[config.mk]
export PLATFORM = sky130hd
export DESIGN_NAME = touch_adc_serial_port
export DESIGN_NICKNAME = d
export VERILOG_FILES = /design/src/design/touch_adc_pkg.sv /design/src/design/touch_adc_serial_port.sv
export SDC_FILE = /design/constraint.sdc
export NUM_CORES = 1
export LEC_CHECK = 0
export ABC_AREA = 1
export BUFFER_PORTS_ARGS = -buffer_cell sky130_fd_sc_hd__buf_2
export CAP_MARGIN = 20
export CORE_MARGIN = 2
export CORE_UTILIZATION = 58
export DETAILED_ROUTE_END_ITERATION = 6
export GPL_TIMING_DRIVEN = 0
export PLACE_DENSITY = 0.89
export RECOVER_POWER = 100
export SYNTH_ARGS = -nofsm -noshare
export SYNTH_HDL_FRONTEND = slang
export SYNTH_SLANG_ARGS = --single-unit
[constraint.sdc]
create_clock -name clk -period 2.05 [get_ports clk]
set_clock_uncertainty 0.15 [all_clocks]
set_input_delay 0.1025 -clock clk [delete_from_list [all_inputs] [get_ports clk]]
set_output_delay 0.1025 -clock clk [all_outputs]
set_load 0.005 [all_outputs]
[src/design/touch_adc_pkg.sv]
// Constants, types and decode helpers for the touch converter serial port
// Contract
// - Each result bit updated on falling clock.
// - Data output floats while chip select high.
// - Busy output floats while chip select high.
// - Control bits captured on rising clock edges.
// - Select low starts conversion, enables shifter. Here select low only enables; conversion waits for the start bit.
// - Serial clock paces the approximation steps.
// - Acquisition starts fifth falling edge after start.
// - Acquisition lasts exactly three serial clocks.
// - Pen interrupt is open drain, pulls low.
// - Result shifts MSB first, then zeros.
// - Channel address plus mode bit; others invalid.
package touch_adc_pkg;

   // Control word after the start bit: address, mode, input type, power
   localparam logic [2:0] CTRL_BITS      = 3'h7;
   // Falling-edge counts measured from start-bit detection
   localparam logic [4:0] ACQ_START_FALL = 5'h05;
   localparam logic [4:0] ACQ_CYCLES     = 5'h03;
   localparam logic [4:0] HOLD_FALL      = ACQ_START_FALL + ACQ_CYCLES;
   localparam logic [4:0] RESULT_FALLS   = 5'h0C;
   localparam logic [4:0] LAST_FALL      = HOLD_FALL + RESULT_FALLS;
   // Values after reset
   localparam logic [6:0] RST_CTRL       = 7'h00;
   localparam logic [4:0] RST_FCNT       = 5'h00;
   localparam logic [2:0] RST_RCNT       = 3'h0;

   typedef enum logic [1:0] {
      PH_IDLE = 2'b00,
      PH_CTRL = 2'b01,
      PH_ACQ  = 2'b11,
      PH_CONV = 2'b10
   } phase_t;

   typedef struct packed {
      logic       channel_addr_bit2;
      logic       channel_addr_bit1;
      logic       channel_addr_bit0;
      logic       mode_8bit;
      logic       single_ended_select;
      logic [1:0] power_mode;
   } conv_ctrl_t;

   typedef struct packed {
      logic dout;
      logic dout_oe;
      logic busy;
      logic busy_oe;
   } serial_out_t;

   // Valid channel addresses for single-ended and differential inputs
   function automatic logic addr_valid(input logic [2:0] addr, input logic single);
      logic ok;
      ok = 1'b0;
      case (addr)
         3'b001, 3'b101, 3'b110: ok = 1'b1;
         3'b010:                 ok = single;
         default:                ok = 1'b0;
      endcase
      return ok;
   endfunction

endpackage

[src/design/touch_adc_serial_port.sv]
// Serial control, conversion sequencing and result shifter of the touch converter
`timescale 1ns/1ps
module touch_adc_serial_port #(
   parameter int RESULT_W = 12
) (
   input  wire logic                      clk,
   input  wire logic                      sys_rst,
   input  wire logic                      chip_sel_n,
   input  wire logic                      serial_conv_clock,
   input  wire logic                      serial_din,
   input  wire logic                      cmp_above,
   input  wire logic                      pen_touched,
   output touch_adc_pkg::serial_out_t     serial_out,
   output logic                           pen_touch_irq_n,
   output logic                           pen_touch_irq_n_oe,
   output logic                           track_hold_acquire,
   output logic [RESULT_W-1:0]            sar_code,
   output touch_adc_pkg::conv_ctrl_t      conv_ctrl,
   output logic                           ctrl_valid
);
   import touch_adc_pkg::*;

   typedef struct packed {
      logic                cs_s1;
      logic                cs_s2;
      logic                ck_s1;
      logic                ck_s2;
      logic                ck_s3;
      logic                din_s1;
      logic                din_s2;
      logic                cmp_s1;
      logic                cmp_s2;
      logic                pen_s1;
      logic                pen_s2;
      phase_t              phase;
      logic [4:0]          fcnt;
      logic [2:0]          rcnt;
      logic [6:0]          ctrl;
      logic [6:0]          shift;
      logic                track;
      logic                busy;
      logic                dout;
      logic [RESULT_W-1:0] trial;
      logic [RESULT_W-1:0] result;
      logic [RESULT_W-1:0] dac;
      logic                valid;
   } state_t;

   localparam logic [RESULT_W-1:0] MSB_BIT = {1'b1, {(RESULT_W-1){1'b0}}};

   state_t st_ff;
   state_t nxt_st;
   logic   ck_rise;
   logic   ck_fall;

   // Edges of the serial clock, seen through the synchroniser
   assign ck_rise = st_ff.ck_s2 & ~st_ff.ck_s3;
   assign ck_fall = ~st_ff.ck_s2 & st_ff.ck_s3;

   // Sequencer: start detect, control capture, acquisition, approximation
   always_comb begin
      nxt_st        = st_ff;
      nxt_st.cs_s1  = chip_sel_n;
      nxt_st.cs_s2  = st_ff.cs_s1;
      nxt_st.ck_s1  = serial_conv_clock;
      nxt_st.ck_s2  = st_ff.ck_s1;
      nxt_st.ck_s3  = st_ff.ck_s2;
      nxt_st.din_s1 = serial_din;
      nxt_st.din_s2 = st_ff.din_s1;
      nxt_st.cmp_s1 = cmp_above;
      nxt_st.cmp_s2 = st_ff.cmp_s1;
      nxt_st.pen_s1 = pen_touched;
      nxt_st.pen_s2 = st_ff.pen_s1;
      if (st_ff.cs_s2) begin
         // Deselected: clock and data ignored, partial word dropped
         nxt_st.phase = PH_IDLE;
         nxt_st.fcnt  = RST_FCNT;
         nxt_st.rcnt  = RST_RCNT;
         nxt_st.track = 1'b0;
         nxt_st.busy  = 1'b0;
         nxt_st.dout  = 1'b0;
      end else begin
         case (st_ff.phase)
            PH_IDLE: begin
               // A one on the input at a rising edge is the start bit
               if (ck_rise && st_ff.din_s2) begin
                  nxt_st.phase = PH_CTRL;
                  nxt_st.fcnt  = RST_FCNT;
                  nxt_st.rcnt  = RST_RCNT;
               end
               if (ck_fall) begin
                  nxt_st.dout = 1'b0;
               end
            end
            PH_CTRL, PH_ACQ: begin
               if (ck_rise && st_ff.rcnt != CTRL_BITS) begin
                  nxt_st.shift = {st_ff.shift[5:0], st_ff.din_s2};
                  nxt_st.rcnt  = st_ff.rcnt + 3'h1;
                  // Word takes effect only when complete, so a cut frame keeps the old one
                  if (st_ff.rcnt + 3'h1 == CTRL_BITS) begin
                     nxt_st.ctrl = {st_ff.shift[5:0], st_ff.din_s2};
                  end
               end
               if (ck_fall) begin
                  nxt_st.fcnt = st_ff.fcnt + 5'h01;
                  nxt_st.dout = 1'b0;
                  if (st_ff.fcnt + 5'h01 == ACQ_START_FALL) begin
                     nxt_st.phase = PH_ACQ;
                     nxt_st.track = 1'b1;
                  end
                  if (st_ff.fcnt + 5'h01 == HOLD_FALL) begin
                     // Hold after three clocks, approximation begins at MSB
                     nxt_st.phase  = PH_CONV;
                     nxt_st.track  = 1'b0;
                     nxt_st.busy   = 1'b1;
                     nxt_st.trial  = MSB_BIT;
                     nxt_st.result = '0;
                     nxt_st.dac    = MSB_BIT;
                     nxt_st.valid  = addr_valid(st_ff.ctrl[6:4], st_ff.ctrl[2]);
                  end
               end
            end
            PH_CONV: begin
               // One approximation step per falling edge of the serial clock
               if (ck_fall) begin
                  nxt_st.busy   = 1'b0;
                  nxt_st.fcnt   = st_ff.fcnt + 5'h01;
                  nxt_st.dout   = st_ff.cmp_s2;
                  nxt_st.result = st_ff.cmp_s2 ? (st_ff.result | st_ff.trial)
                                               : st_ff.result;
                  nxt_st.trial  = st_ff.trial >> 1;
                  nxt_st.dac    = (st_ff.cmp_s2 ? (st_ff.result | st_ff.trial)
                                                : st_ff.result) | (st_ff.trial >> 1);
                  if (st_ff.fcnt + 5'h01 == LAST_FALL) begin
                     nxt_st.phase = PH_IDLE;
                  end
               end
            end
            default: nxt_st.phase = PH_IDLE;
         endcase
      end
   end

   // State register
   always_ff @(posedge clk) begin
      if (sys_rst) begin
         st_ff        <= '0;
         st_ff.cs_s1  <= 1'b1;
         st_ff.cs_s2  <= 1'b1;
         st_ff.phase  <= PH_IDLE;
         st_ff.fcnt   <= RST_FCNT;
         st_ff.rcnt   <= RST_RCNT;
         st_ff.ctrl   <= RST_CTRL;
      end else begin
         st_ff <= nxt_st;
      end
   end

   // Pin drivers; data and busy outputs float while deselected
   assign serial_out.dout     = st_ff.dout;
   assign serial_out.dout_oe  = ~st_ff.cs_s2;
   assign serial_out.busy     = st_ff.busy;
   assign serial_out.busy_oe  = ~st_ff.cs_s2;
   assign pen_touch_irq_n     = 1'b0;
   assign pen_touch_irq_n_oe  = st_ff.pen_s2;
   assign track_hold_acquire  = st_ff.track;
   assign sar_code            = st_ff.dac;
   assign conv_ctrl           = st_ff.ctrl;
   assign ctrl_valid          = st_ff.valid;
endmodule

After elaboration in Yosys (flattened, before gate mapping)

Index checks and enable logic that the tools add are counted.

Bits in latches: 0
Memories: 0
ROM bits: 0
Output and inout bits: 27
Bits in writable memories: 0
Input port bits: 7
Logic and storage cells: 92
Flip-flop bits (word level): 75

Reduce and logical (&&, ||, !) cells: 19
Divide/modulo/power cells: 0
Shift operators: 0
Muxes and demuxes: 21
Eq/ne operators: 20
Magnitude comparators: 0
Add/sub/neg operators: 2
Multiply operators: 0
Bitwise operators: 7

Operators with widths:

| kind                                                                   | number |
|---|---|
| 36-bit case mux with 2 select lines                                    | 1 |
| 39-bit two-way mux                                                     | 1 |
| 38-bit two-way mux                                                     | 1 |
| 37-bit two-way mux                                                     | 1 |
| 7-bit two-way mux                                                      | 3 |
| 7-bit case mux with 3 select lines                                     | 1 |
| 17-bit two-way mux                                                     | 1 |
| 3-bit AND reduction                                                    | 5 |
| 2-bit != test (second input constant)                                  | 7 |
| 12-bit two-way mux                                                     | 1 |
| 12-bit by 11-bit bitwise OR with 12-bit output                         | 1 |
| 12-bit bitwise OR                                                      | 1 |
| 4-bit AND reduction                                                    | 3 |
| 10-bit two-way mux                                                     | 1 |
| 5-bit AND reduction                                                    | 2 |
| 3-bit equality test (second input constant)                            | 3 |
| 2-bit two-way mux                                                      | 4 |
| 3-bit != test (second input constant)                                  | 2 |
| 3-bit case mux with 2 select lines                                     | 1 |
| 2-bit nonzero test                                                     | 3 |
| 5-bit by 1-bit adder with 5-bit output (second input constant)         | 1 |
| 5-bit by 3-bit equality test with 1-bit output (second input constant) | 1 |
| 5-bit by 4-bit equality test with 1-bit output (second input constant) | 1 |
| 5-bit equality test (second input constant)                            | 1 |
| other kinds (14)                                                       | 22 |

Depth between registers and ports, before layout

Depth after elaboration: 6
Depth in mapped cells: 12
Mapped depth without buffers: 11

Worst setup path after synthesis

No wires, ideal clock.

Kind: flip-flop to flip-flop
Start point: register st_ff[57] (netlist bit)
End point: register st_ff[23] (netlist bit)
Slack: 0.210 ns
Required time: 1.772 ns
Cell stages (with the launch flop): 10
Path buffers: 1
Setup time: 0.128 ns
Clock period less this slack: 1.840 ns
Arrival time: 1.562 ns
Cells stage by stage: dfxtp_1 -> ha_1 -> nand2_1 -> a21oi_1 -> nand3_1 -> inv_1 -> nand4_2 -> buf_2 -> a21oi_1 -> nor2_1

Cells in the longest elaborated chain, start to end: 4

Ends and longest elaborated chain:

| item                                           | line                         | text |
|---|---|---|
| from (decl)                                    | touch_adc_serial_port.sv:51  | `state_t st_ff;` |
| from (signal assigned)                         | touch_adc_serial_port.sv:155 | `st_ff <= nxt_st;` |
| 5-bit by 1-bit adder with 5-bit output         | touch_adc_serial_port.sv:111 | `if (st_ff.fcnt + 5'h01 == HOLD_FALL) begin` |
| 5-bit by 4-bit equality test with 1-bit output | touch_adc_serial_port.sv:111 |  |
| 2-bit != test (no line)                        | -                            |  |
| 5-bit AND reduction (no line)                  | -                            |  |

No other way between the ends.
A chain may end at the register's enable or synchronous reset.

Final worst setup path

Start point: register st_ff[70] (netlist bit)
End point: register st_ff, in the netlist sar_code[8]

Cells in the longest elaborated chain, start to end: 3
Elaborated cells between the ends (all ways): 4
Classes of those cells: eq/ne (2); bitwise (1); reduce/logical (1)

Ends and longest elaborated chain:

| item                              | line                        | text |
|---|---|---|
| 1-bit AND (*)                     | touch_adc_serial_port.sv:58 | `assign ck_fall = ~st_ff.ck_s2 & st_ff.ck_s3;` |
| 2-bit != test (no line)           | -                           |  |
| 5-bit AND reduction (no line) (*) | -                           |  |

Mark *: on every way between the ends. The rest lies on a longest branch, timed or not.

==> results.cfg <==
[clock_tree]
htree_levels = 3
root_buffer = clkbuf_8
numCtsBuffers = 9
clk_pin_slew_worst_paths_ns = 0.07
cts.sinks = 74
cts_tree = done
clk_path_buf_depth = 2
clk_latency_ns = 0.34

[global_route]
antenna_found_initial = 0
grt_pass1_wl_mm = 11.53
grt-ovfl-total = 0
grt_pass1_vias = 2576
grt_max_degree = 12
grt.total_usage_pct = 23.73

[routing]
postRouteAntennaNets = 0
drtPass1Iterations = 5
drt_iter0_markers = 285
route.met2.wl_mm = 3.304
via_count = 2925
top_layer_used = met4
wl_met1_mm = 3.129
wirelength_mm = 7.065
wl_met3_um = 479
wire_per_inst_um = 12.96
drc_errors = 0
vias_per_cell = 5.367

[placed_design]
pre_cts_ws_ns = -0.1058
place_hpwl_mm = 4.770
dp_cells = 522
place_congestion = 0.8639
io_buffers = 31

[floorplan]
placeableCoreArea_um2 = 5439
fp.dieArea_um2 = 6158
die_h_um = 78.48
rows = 27
ios = 34
start_util_pct = 59.14
die_x_um = 78.48

[pwr]
power.density_nw_per_um2 = 673.9
irDropWorstVdd_uv = 507.2
power_leakage_nw = 1.463

[final_layout]
final_cells = 545
multiInputGateArea_um2 = 1261
drive_gt1_share_pct = 19.03
ff_latch_area_um2 = 1484
n_antenna_cell = 0
area_growth_pct = 16.30
n_fill_cell = 414
final_nets = 482

[job]
max_cap_viol_count = 0

[worst_setup_path]
crit_slowest_cell = dfxtp_1
critPathMaxStageDelay_ns = 0.41
path_buf_inv = 3
cp_top_family = buffers and inverters
crit_start = st_ff[70]
reg2reg_depth = 9
r2r-start = st_ff[70]
worst-endpoint-required_ns = 2.17
worst-setup-path-type = flop to flop
path_cells = nand2_1 -> inv_2 -> nand3_4 -> inv_2 -> buf_6 -> nand2_1 -> o22ai_1 -> a21oi_1 -> a21oi_1
crit_path_max_fanout = 10
endpoint_kind = flop
start_kind = flop
critPathArrivalTime_ns = 2.04
r2r_slack_ns = 0.13
cp.depth = 9

[logic_synthesis]
synth_fp_nets = 432
synth-edff-count = 0
syn_area_um2 = 3217
netlist_instances = 419
synth.avg_cell_area_um2 = 7.677
async_flop_share_pct = 0
synth_area_leaders = dfxtp_1 46%, a21oi_1 11%, nand3_1 6.8%
synth.distinct_cells = 31
yosys-top-cells-count = 74 x dfxtp_1, 69 x a21oi_1, 57 x inv_1, 50 x nand2_1, 44 x nand3_1
yosysSeqAreaShare_pct = 46.05
ys_warn_count = 0
synth_flop_cell = dfxtp_1
synth.most_common_cell = dfxtp_1
ys_seq_elements = 74
yosysTopAreaCell = dfxtp_1
yosysTopAreaCellShare_pct = 46.05

[timing]
slew_violations = 0
fin_crit_sh_pct = 93.44
setup_slack_ns = 0.1344
clock.fmax_ghz = 0.5220
setup_violations = 0
rsz0062_at_grt = yes
fin_crit_ns = 1.916
tightest_slew_ns = 0.5649
slew_headroom_pct = 62.34
final-hold-violation-count = 0

[hold_path]
hold_path.class = input port to flop
min_from = sys_rst
hold_path_depth = 4

[outcome]
status = finished, final reports clean
-- tightest hold or removal path, cell delays in order --
cell and delay (ns):
clkbuf_1 0.16, inv_1 0.11, o21ai_0 0.08, a21oi_1 0.11
-- timing repair --
item,4_1_cts,5_1_grt
buffers inserted,0,3
hold endpoints to repair,5,0
resized for setup,5,8
gates cloned,0,0
hold buffers,5,0
pin swaps,0,1
setup endpoints to repair,30,46
-- area by class of cell --
cell class / instances / area share, %
Tap cell: 72 / 2.408
Inverter: 63 / 6.321
Buffer: 43 / 7.425
Timing Repair Buffer: 39 / 5.886
Sequential cell: 74 / 39.67
Clock inverter: 2 / 0.3344
Multi-Input combinational cell: 239 / 33.71
Clock buffer: 13 / 4.247
-- per-layer routing --
metal	global-route usage [%]	up-vias
met5	0	-
met4	10.53	0
met3	6.207	19
met2	37.93	121
met1	30.19	1335
li1	-	1450
-- cells by family after synthesis --
family	share of synthesized area, %
AND/OR/NAND/NOR	19.45
buffers and inverters	15.64
AO/OA/AOI/OAI	16.41
flip-flops	46.05
adder cells (fa/ha/maj)	2.334
other	0.1166
-- registers in the layout (all words and copies together) (netlist names) --
register / flops
sar_code: 12
serial_out: 2
ctrl_valid: 1
pen_touch_irq_n_oe: 1
nxt_st: 6
st_ff: 44
track_hold_acquire: 1
conv_ctrl: 7
-- worst paths after layout --
| kind | end |
|---|---|
| max | sar_code[8] |
| min | conv_ctrl[5] |
| max reg2reg | sar_code[8] |
| min reg2reg | pen_touch_irq_n_oe |
-- through the flow --
step                      hold slack [ns]  util, %  TNS (ns)  total power [W]  cell area (um^2)
after global placement             0.1417    63.65  -0.09660         0.001541              3462
after global routing               0.1426    68.78  -0.04841         0.002609              3741
final                              0.1003    68.78         0         0.002521              3741
after CTS                         0.08376    68.05         0         0.002531              3701
after detailed placement           0.1447    63.65    -2.080         0.001543              3462
after floorplan                   0.05631        -         0         0.001521              3217
-- report_power, final --
group | switching [W] | internal (W)
clock network | 0.000504 | 0.000498
registers | 0.00000504 | 0.00145
logic | 0.0000437 | 0.0000235
-- cell usage in the layout (no fill, tap or decap) --
cell	synthesis	layout
o22ai_1	10	10
and3_1	1	1
or2_0	1	1
nand4_1	4	4
clkinv_2	0	1
nand3_4	1	1
clkinv_1	2	2
nor2_2	1	1
nor3_1	1	1
nor4_4	1	1
inv_1	57	56
nor2_4	0	1
clkbuf_4	0	16
dfxtp_2	0	2
buf_2	6	28
a21o_1	1	1
dfxtp_1	74	72
buf_6	1	2
buf_1	3	3
clkbuf_1	9	17
o21ai_1	1	1
a21oi_1	69	69
nor2_1	28	27
o211ai_1	1	1
or2_2	2	2
clkbuf_8	0	11
inv_2	4	5
nand3_1	44	44
nand2_1	50	50
dlygate4sd3_1	0	5
ha_4	0	1
ha_1	6	5
nand4_4	0	1
a211oi_2	3	3
clkinvlp_4	0	1
o21ai_0	11	11
a211oi_1	1	1
conb_1	1	1
buf_4	24	13
Note: power is estimated with default switching activity, not from simulation.
